===== src/include/gain_format_pkg.sv =====
// Constants for the gain scaling and output format stage.
// Assumes a 32-bit AXI4-Lite register bus and a single 125 MHz clock.
package gain_format_pkg;
  localparam int IDX_CONFIG = 5;
  localparam int IDX_FRACTION = 6;
  localparam int IDX_EXPONENT = 7;
  localparam int IDX_FORMAT = 8;
  localparam int IDX_STANDBY = 9;
  localparam logic [7:0] ADDR_CONFIG = 8'(IDX_CONFIG * 4);
  localparam logic [7:0] ADDR_FRACTION = 8'(IDX_FRACTION * 4);
  localparam logic [7:0] ADDR_EXPONENT = 8'(IDX_EXPONENT * 4);
  localparam logic [7:0] ADDR_FORMAT = 8'(IDX_FORMAT * 4);
  localparam logic [7:0] ADDR_STANDBY = 8'(IDX_STANDBY * 4);
  localparam int EXP_W = 4;
  localparam int SYNC_BIT = 4;
  localparam int DETECT_OFF_BIT = 5;
  localparam int MONITOR_BIT = 6;
  localparam int STANDBY_BIT = 7;
  localparam int MUX_BIT = 0;
  localparam int POL_BIT = 1;
  localparam int SHAPE_BIT = 2;
  localparam int ROUND_TEN_BIT = 4;
  localparam int ROUND_TWELVE_BIT = 5;
  localparam int ROUND_FOURTEEN_BIT = 6;
  localparam int DECIM_W = 3;
  localparam int REAL_BIT = 4;
  localparam int POWER_DOWN_BIT = 7;
  localparam logic [7:0] CONFIG_RESET = 8'h00;
  localparam logic [7:0] FRACTION_RESET = 8'h00;
  localparam logic [7:0] EXPONENT_RESET = 8'h06;
  localparam logic [7:0] FORMAT_RESET = 8'h80;
  localparam logic [7:0] STANDBY_RESET = 8'h00;
  localparam logic [4:0] BASE_MAX = 5'h06;
  localparam logic [4:0] BASE_TOP = 5'h07;
  localparam int FRAC_SHIFT = 8;
  localparam int UNITY_SHIFT = 4;
  localparam int OUT_W = 16;
  localparam int OUT_LSB = FRAC_SHIFT + 6 - UNITY_SHIFT;
  localparam logic [4:0] DROP10 = 5'(OUT_LSB + 6);
  localparam logic [4:0] DROP12 = 5'(OUT_LSB + 4);
  localparam logic [4:0] DROP14 = 5'(OUT_LSB + 2);
  localparam logic [4:0] DROP16 = 5'(OUT_LSB);
  localparam logic [15:0] SAT_POS = 16'h7FFF;
  localparam logic [15:0] SAT_NEG = 16'h8000;
  localparam logic [1:0] RESP_OKAY = 2'h0;
  localparam logic [1:0] RESP_SLVERR = 2'h2;
  localparam longint CLK_HZ = 125000000;
  localparam longint STANDBY_HZ = 1000;
  localparam int STANDBY_HALF = int'(CLK_HZ / (2 * STANDBY_HZ));
endpackage


===== src/rtl/gain_format.sv =====
// Gain scaling, rounding and output word formatting with an AXI4-Lite slave.
// Assumes samples arrive on aclk with at least four cycles between them.
//
// Added by the designer: the AXI4-Lite interface to the registers.
`timescale 1ns/1ps
`default_nettype none
module gain_format
  import gain_format_pkg::*;
#(
  parameter int IN_W = 12,
  parameter int PER_W = 8,
  parameter int STANDBY_HALF_CYCLES = STANDBY_HALF
) (
  // Clock and reset
  input wire logic aclk,
  input wire logic aresetn,
  // AXI4-Lite write
  input wire logic [7:0] s_axi_awaddr,
  input wire logic s_axi_awvalid,
  output logic s_axi_awready,
  input wire logic [31:0] s_axi_wdata,
  input wire logic [3:0] s_axi_wstrb,
  input wire logic s_axi_wvalid,
  output logic s_axi_wready,
  output logic [1:0] s_axi_bresp,
  output logic s_axi_bvalid,
  input wire logic s_axi_bready,
  // AXI4-Lite read
  input wire logic [7:0] s_axi_araddr,
  input wire logic s_axi_arvalid,
  output logic s_axi_arready,
  output logic [31:0] s_axi_rdata,
  output logic [1:0] s_axi_rresp,
  output logic s_axi_rvalid,
  input wire logic s_axi_rready,
  // Pins
  input wire logic gain_sync_pin_n,
  input wire logic clock_lost,
  // Sample stream in
  input wire logic sample_valid,
  input wire logic signed [IN_W-1:0] sample_i,
  input wire logic signed [IN_W-1:0] sample_q,
  // Formatted output
  output logic [OUT_W-1:0] out_i,
  output logic [OUT_W-1:0] out_q,
  output logic inphase_marker,
  output logic word_strobe
);
  localparam int WIDE_W = IN_W + 32;
  localparam logic [PER_W-1:0] PER_MAX = '1;

  logic awready_q, wready_q, bvalid_q, arready_q, rvalid_q;
  logic [1:0] bresp_q, rresp_q;
  logic [31:0] rdata_q;
  logic [7:0] awaddr_q, wdata_q;
  logic wstrb_q;
  logic [7:0] config_q, fraction_q, format_q, standby_reg_q;
  logic [EXP_W-1:0] exponent_q;
  logic sync_gain_enable_q, clock_loss_detect_off_q;
  logic [7:0] shadow_frac_q, act_frac_q;
  logic [EXP_W-1:0] shadow_exp_q, act_exp_q;
  logic pending_q;
  logic sync_meta_q, sync_pin_q, cl_meta_q, cl_sync_q;
  logic standby_active_q, standby_clock_monitor_q;
  logic [31:0] div_q;
  logic [OUT_W-1:0] hold_i_q, hold_q_q, out_i_q, out_q_q;
  logic stg_q, i_half_q, marker_q, strobe_q;
  logic [PER_W-1:0] per_cnt_q, period_q, sl_q;

  // Register bus
  logic do_write, wr_hit, wr_exp, apply;
  logic [7:0] rd_val;
  logic rd_hit;
  assign do_write = !awready_q && !wready_q && !bvalid_q;
  assign wr_hit = awaddr_q == ADDR_CONFIG || awaddr_q == ADDR_FRACTION ||
                  awaddr_q == ADDR_EXPONENT || awaddr_q == ADDR_FORMAT ||
                  awaddr_q == ADDR_STANDBY;
  assign wr_exp = do_write && wstrb_q && awaddr_q == ADDR_EXPONENT;

  always_ff @(posedge aclk) begin
    if (!aresetn) begin
      awready_q <= 1'b1;
      wready_q <= 1'b1;
      bvalid_q <= 1'b0;
      bresp_q <= RESP_OKAY;
      awaddr_q <= 8'h00;
      wdata_q <= 8'h00;
      wstrb_q <= 1'b0;
    end else begin
      if (s_axi_awvalid && awready_q) begin
        awready_q <= 1'b0;
        awaddr_q <= s_axi_awaddr;
      end
      if (s_axi_wvalid && wready_q) begin
        wready_q <= 1'b0;
        wdata_q <= s_axi_wdata[7:0];
        wstrb_q <= s_axi_wstrb[0];
      end
      if (do_write) begin
        bvalid_q <= 1'b1;
        bresp_q <= wr_hit ? RESP_OKAY : RESP_SLVERR;
      end else if (bvalid_q && s_axi_bready) begin
        bvalid_q <= 1'b0;
        awready_q <= 1'b1;
        wready_q <= 1'b1;
      end
    end
  end

  always_ff @(posedge aclk) begin
    if (!aresetn) begin
      config_q <= CONFIG_RESET;
      fraction_q <= FRACTION_RESET;
      exponent_q <= EXPONENT_RESET[EXP_W-1:0];
      sync_gain_enable_q <= EXPONENT_RESET[SYNC_BIT];
      clock_loss_detect_off_q <= EXPONENT_RESET[DETECT_OFF_BIT];
      format_q <= FORMAT_RESET;
      standby_reg_q <= STANDBY_RESET;
    end else if (do_write && wstrb_q) begin
      case (awaddr_q)
        ADDR_CONFIG: config_q <= wdata_q;
        ADDR_FRACTION: fraction_q <= wdata_q;
        ADDR_EXPONENT: begin
          exponent_q <= wdata_q[EXP_W-1:0];
          sync_gain_enable_q <= wdata_q[SYNC_BIT];
          clock_loss_detect_off_q <= wdata_q[DETECT_OFF_BIT];
        end
        ADDR_FORMAT: format_q <= wdata_q;
        ADDR_STANDBY: standby_reg_q <= wdata_q & (8'h01 << POWER_DOWN_BIT);
        default: ;
      endcase
    end
  end

  always_comb begin
    rd_hit = 1'b1;
    case (s_axi_araddr)
      ADDR_CONFIG: rd_val = config_q;
      ADDR_FRACTION: rd_val = fraction_q;
      ADDR_EXPONENT: rd_val = {standby_active_q, standby_clock_monitor_q,
                               clock_loss_detect_off_q, sync_gain_enable_q, exponent_q};
      ADDR_FORMAT: rd_val = format_q;
      ADDR_STANDBY: rd_val = standby_reg_q;
      default: begin
        rd_val = 8'h00;
        rd_hit = 1'b0;
      end
    endcase
  end

  always_ff @(posedge aclk) begin
    if (!aresetn) begin
      arready_q <= 1'b1;
      rvalid_q <= 1'b0;
      rdata_q <= 32'h0000_0000;
      rresp_q <= RESP_OKAY;
    end else if (s_axi_arvalid && arready_q) begin
      arready_q <= 1'b0;
      rvalid_q <= 1'b1;
      rdata_q <= {24'h000000, rd_val};
      rresp_q <= rd_hit ? RESP_OKAY : RESP_SLVERR;
    end else if (rvalid_q && s_axi_rready) begin
      arready_q <= 1'b1;
      rvalid_q <= 1'b0;
    end
  end

  // Pin synchronisers and standby status
  always_ff @(posedge aclk) begin
    if (!aresetn) begin
      sync_meta_q <= 1'b1;
      sync_pin_q <= 1'b1;
      cl_meta_q <= 1'b0;
      cl_sync_q <= 1'b0;
    end else begin
      sync_meta_q <= gain_sync_pin_n;
      sync_pin_q <= sync_meta_q;
      cl_meta_q <= clock_lost;
      cl_sync_q <= cl_meta_q;
    end
  end

  always_ff @(posedge aclk) begin
    if (!aresetn) begin
      standby_active_q <= 1'b0;
    end else begin
      standby_active_q <= standby_reg_q[POWER_DOWN_BIT] ||
                          (cl_sync_q && !clock_loss_detect_off_q);
    end
  end

  always_ff @(posedge aclk) begin
    if (!aresetn) begin
      div_q <= 32'h0000_0000;
      standby_clock_monitor_q <= 1'b0;
    end else if (div_q >= 32'(STANDBY_HALF_CYCLES - 1)) begin
      div_q <= 32'h0000_0000;
      standby_clock_monitor_q <= !standby_clock_monitor_q;
    end else begin
      div_q <= div_q + 32'h0000_0001;
    end
  end

  // Double-buffered gain
  assign apply = pending_q && (!sync_gain_enable_q || !sync_pin_q);

  always_ff @(posedge aclk) begin
    if (!aresetn) begin
      shadow_frac_q <= FRACTION_RESET;
      shadow_exp_q <= EXPONENT_RESET[EXP_W-1:0];
      act_frac_q <= FRACTION_RESET;
      act_exp_q <= EXPONENT_RESET[EXP_W-1:0];
      pending_q <= 1'b0;
    end else begin
      if (apply) begin
        act_frac_q <= shadow_frac_q;
        act_exp_q <= shadow_exp_q;
      end
      if (wr_exp) begin
        shadow_frac_q <= fraction_q;
        shadow_exp_q <= wdata_q[EXP_W-1:0];
        pending_q <= 1'b1;
      end else if (apply) begin
        pending_q <= 1'b0;
      end
    end
  end

  // Scaling, rounding and saturation
  logic [DECIM_W-1:0] decimation_setting;
  logic [4:0] base_gain, shift, drop;
  assign decimation_setting = config_q[DECIM_W-1:0];
  assign base_gain = (decimation_setting <= 3'h1) ? BASE_MAX :
                     BASE_TOP - 5'(decimation_setting);
  assign shift = 5'(act_exp_q) + BASE_MAX - base_gain;
  assign drop = format_q[ROUND_TEN_BIT] ? DROP10 :
                format_q[ROUND_TWELVE_BIT] ? DROP12 :
                format_q[ROUND_FOURTEEN_BIT] ? DROP14 : DROP16;

  function automatic logic [OUT_W-1:0] scale(input logic signed [IN_W-1:0] x,
      input logic [7:0] f, input logic [4:0] e, input logic [4:0] d);
    logic signed [WIDE_W-1:0] w;
    logic signed [WIDE_W-1:0] top;
    logic [OUT_W-1:0] r;
    w = WIDE_W'(x * $signed({2'b01, f}));
    w = w <<< e;
    w = w + (WIDE_W'(1) <<< (d - 5'h01));
    top = w >>> (OUT_LSB + OUT_W - 1);
    if (top != '0 && top != '1) begin
      r = w[WIDE_W-1] ? SAT_NEG : SAT_POS;
    end else begin
      r = w[OUT_LSB +: OUT_W];
    end
    scale = r & (SAT_NEG | SAT_POS) << (d - 5'(OUT_LSB));
  endfunction

  // Output sequencing
  logic mux_on, pulse_mode, q_change, change, pulse_d, level_d;
  logic [PER_W-1:0] slot_len, sl_d;
  assign mux_on = format_q[MUX_BIT] && !config_q[REAL_BIT];
  assign pulse_mode = !format_q[SHAPE_BIT];
  assign slot_len = mux_on ? (period_q >> 1) : period_q;
  assign q_change = mux_on && i_half_q && !stg_q && sl_q == slot_len - PER_W'(1);
  assign change = stg_q || q_change;
  assign sl_d = change ? '0 : (sl_q == PER_MAX ? sl_q : sl_q + PER_W'(1));
  assign pulse_d = sample_valid ||
                   (mux_on && i_half_q && !stg_q && sl_q == slot_len - PER_W'(2));
  assign level_d = sl_d >= (slot_len >> 1);

  always_ff @(posedge aclk) begin
    if (!aresetn) begin
      per_cnt_q <= '0;
      period_q <= PER_MAX;
      stg_q <= 1'b0;
      hold_i_q <= '0;
      hold_q_q <= '0;
    end else begin
      stg_q <= sample_valid;
      if (sample_valid) begin
        per_cnt_q <= '0;
        period_q <= per_cnt_q == PER_MAX ? PER_MAX : per_cnt_q + PER_W'(1);
        hold_i_q <= scale(sample_i, act_frac_q, shift, drop);
        hold_q_q <= scale(sample_q, act_frac_q, shift, drop);
      end else if (per_cnt_q != PER_MAX) begin
        per_cnt_q <= per_cnt_q + PER_W'(1);
      end
    end
  end

  always_ff @(posedge aclk) begin
    if (!aresetn) begin
      out_i_q <= '0;
      out_q_q <= '0;
      marker_q <= 1'b0;
      i_half_q <= 1'b0;
      sl_q <= '0;
      strobe_q <= 1'b0;
    end else begin
      sl_q <= sl_d;
      strobe_q <= (pulse_mode ? pulse_d : level_d) ^ format_q[POL_BIT];
      if (standby_active_q) begin
        out_i_q <= '0;
        out_q_q <= '0;
        marker_q <= 1'b0;
        i_half_q <= 1'b0;
        strobe_q <= format_q[POL_BIT];
      end else if (stg_q) begin
        out_i_q <= hold_i_q;
        out_q_q <= mux_on ? '0 : hold_q_q;
        marker_q <= mux_on;
        i_half_q <= mux_on;
      end else if (q_change) begin
        out_i_q <= hold_q_q;
        out_q_q <= '0;
        marker_q <= 1'b0;
        i_half_q <= 1'b0;
      end
    end
  end

  assign s_axi_awready = awready_q;
  assign s_axi_wready = wready_q;
  assign s_axi_bvalid = bvalid_q;
  assign s_axi_bresp = bresp_q;
  assign s_axi_arready = arready_q;
  assign s_axi_rvalid = rvalid_q;
  assign s_axi_rdata = rdata_q;
  assign s_axi_rresp = rresp_q;
  assign out_i = out_i_q;
  assign out_q = out_q_q;
  assign inphase_marker = marker_q;
  assign word_strobe = strobe_q;
endmodule
`default_nettype wire


===== config.mk =====
export PLATFORM = sky130hd
export DESIGN_NAME = gain_format
export DESIGN_NICKNAME = d
export VERILOG_FILES = /design/src/include/gain_format_pkg.sv /design/src/rtl/gain_format.sv
export SDC_FILE = /design/constraint.sdc
export NUM_CORES = 1
export LEC_CHECK = 0
export ABC_AREA = 0
export BUFFER_PORTS_ARGS = -buffer_cell sky130_fd_sc_hd__buf_2
export CAP_MARGIN = 20
export CORE_MARGIN = 2
export CORE_UTILIZATION = 55
export DETAILED_ROUTE_END_ITERATION = 7
export PLACE_DENSITY = 0.73
export SLEW_MARGIN = 10
export SYNTH_ARGS = -nofsm -noshare
export SYNTH_HDL_FRONTEND = slang
export SYNTH_SLANG_ARGS = --single-unit

===== constraint.sdc =====
create_clock -name aclk -period 23 [get_ports aclk]
set_input_delay 4.6 -clock aclk [delete_from_list [all_inputs] [get_ports aclk]]
set_output_delay 4.6 -clock aclk [all_outputs]
set_load 0.05 [all_outputs]

==> results.toml <==
[run_status]
status = "finished clean"

[routing]
vias = 25100
viasPerCell = 6.25
wl_per_cell_um = 20.0
drtIter0Drc = 2385
finalWirelength_um = 80300
dr.pass1.iters = 8
drc = 0
ant_nets = 0

[placement]
io_buffer_count = 107
place_hpwl_um = 62600
gp_congestion = 0.982

[synth]
yosysSeqAreaShare_pct = 16.3
syn_area_um2 = 26100
yosysTopAreaCellShare_pct = 16.3
synth_area_leaders = "dfxtp_1, fa_1, ha_1"
yosysWarnings = 0
async_flop_share_pct = 0
synth_seq_cells = 213
synth_edf_count = 0
synthDistinctLibCells = 107
avgSynthCellArea_um2 = 7.70
yosys.area.top_type = "dfxtp_1"
netlist_instances = 3390
synth_ff_type = "dfxtp_1"

[cts]
ctsHoldBuffers = 0
cts_max_path_buffers = 3
tritoncts = "built"
cts.sinks = 213
htree_levels = 1
cts_root_buffer = "clkbuf_16"
clk_pin_slew_ns = 0.06
cts_inserted_buffers = 23
cts_setup_buffers = 0
insertion_delay_ns = 0.51
cts_resized = 0

[timing]
setup_violations = 0
hold_viol = 0
slew-limit-headroom_pct = 29.6
skew_ns = 0.00870
rsz0062_at_grt = "no"
fin_tns_setup_ns = 0
post-route-period-util_pct = 66.2
max_freq_mhz = 65.7
hold_slack_ns = 0.432
drv_slew = 0
tightest_slew_ns = 1.03
fin_crit_ns = 15.22

[final_layout]
drive_gt1_share_pct = 7.82
num_antenna_cells = 0
fin_nets = 3825
flow.area_growth_from_synthesis_pct = 6.02

[die]
start_util_pct = 55.9
floorplan.rows = 79
dieArea_um2 = 49200
design.portCount = 161
fp.coreArea_um2 = 46700
die_x_um = 222
die_h_um = 222

[worst_setup_path]
worstPathMaxFanout = 14
cp_num_buf_inv = 6
cpMaxStageDelayCell = "or4_1"
crit_path_start_kind = "primary input"
cp_data_required_time_ns = 23.40
critPathTopFamily = "compound AO/OA/AOI/OAI gates"
cp-end-kind = "register"
cpPeakStageDelay_ns = 0.73
cp.arrival_ns = 15.62
crit_type = "in -> reg"

[hold_path]
hold_path.class = "reg -> reg"

[global_routing]
grt_pass1_wl_um = 128000
grt_max_degree = 87
overflow = 0
grt_pass1_vias = 23800
track_usage_pct = 31.7
antenna_found_initial = 0

[power_and_ir_drop]
p_leak_nw = 12.5
ir_drop_mv = 0.0448
power.density_nw_per_um2 = 33.1

[job]
max-cap-violations = 0
==> power by group <==
part	switching [mW]	leakage [nW]	internal [mW]	total (mW)
logic	0.120	10.4	0.0582	0.179
clock network	0.144	0.339	0.201	0.345
registers	0.0110	1.74	0.381	0.392
total	0.275	12.5	0.640	0.915
==> flip-flops by register name, indices dropped and copies added (netlist names), 16 cells and up <==
name / flops
out_i: 16
out_q: 16
hold_i_q: 16
hold_q_q: 16
div_q: 32
==> layer usage <==
metal | track usage, % | part of all wire (%)
met1 | 45.0 | 45
met2 | 50.6 | 45
met3 | 3.45 | 7.3
met4 | 10.2 | 3.0
met5 | 0 | 0
==> final timing paths <==
kind	start	cells past startpoint	end	slack, ns
min reg2reg	sync_meta_q	1	sync_pin_q	0.43
min	sync_meta_q	1	sync_pin_q	0.43
max reg2reg	act_frac_q[3]	38	hold_q_q[14]	11.48
max	sample_q[5]	38	hold_q_q[14]	7.78
==> stage by stage <==
step | utilization [%] | power [mW] | instances | setup WS, ns | area (µm²)
2_1_floorplan | - | 0.529 | 3447 | 9.11 | 26300
3_3_place_gp | 57.7 | 0.568 | 3979 | 7.59 | 26900
3_5_place_dp | 57.7 | 0.573 | 3979 | 7.38 | 26900
4_1_cts | 59.2 | 0.914 | 4016 | 7.90 | 27600
5_1_grt | 59.3 | 0.953 | 4020 | 7.31 | 27700
6_report | 59.3 | 0.915 | 4020 | 7.78 | 27700
==> synth_stat cells (all sizes together), types with 20 or more instances <==
master and number:
inv 324, o31ai 23, nand2 383, nor3 69
a22oi 24, mux2i 98, a21o 28, nor2b 20
and2 131, nand3 104, and3 38, clkbuf 127
buf 89, nand4 39, a31oi 34, ha 149
o21ai 157, nand2b 32, nor4 29, fa 189
dfxtp 213, o211ai 65, or3 33, nor2 311
a21oi 198, a211oi 45, xor2 41, xnor2 64
==> final cells by class <==
| class | count | area (µm²) |
|---|---|---|
| inverters | 325 | 1220 |
| flip-flops and latches | 213 | 4260 |
| clock inverters | 6 | 62.6 |
| clock buffers | 31 | 626 |
| well taps | 607 | 759 |
| repair buffers | 145 | 833 |
| multi-input cells | 2693 | 19900 |
| fillers | 4302 | 19000 |
==> worst reg2reg max path, delay by kind of cell, from the launching register on <==
family                     cells  cell delay, ns
and+or+nand+nor                9            2.43
DFF                            1            0.31
muxes                          3            0.81
buffers and inverters          6            0.53
adders and majority gates      7            3.53
AOI/OAI and AO/OA             13            3.82
==> layout by cell type (no fill, tap or decap), types with 19 or more instances in the layout <==
cell	count
a211oi_1	42
a21o_1	28
a21oi_1	194
a22oi_1	24
a31oi_1	34
and2_1	129
and3_1	38
buf_2	107
buf_4	35
clkbuf_16	23
conb_1	58
dfxtp_1	213
fa_1	188
ha_1	148
inv_1	322
mux2i_1	98
nand2_1	382
nand2b_1	32
nand3_1	104
nand4_1	38
nor2_1	309
nor2b_1	20
nor3_1	67
nor4_1	28
o211ai_1	62
o21ai_0	142
o221ai_1	19
o31ai_1	23
or3_1	32
xnor2_1	60
xor2_1	40
==> logic make-up after synthesis <==
family                   Yosys count  synth area share [%]
buffers and inverters            541                  8.40
other                              1                0.0144
flip-flops                       213                  16.3
AO/OA/AOI/OAI                    809                  21.3
AND/OR/NAND/NOR                 1257                  23.2
XOR/XNOR                         107                  3.73
adder cells (fa/ha/maj)          338                  21.6
multiplexers                     124                  5.31
Note: power is estimated with default switching activity, not from simulation.
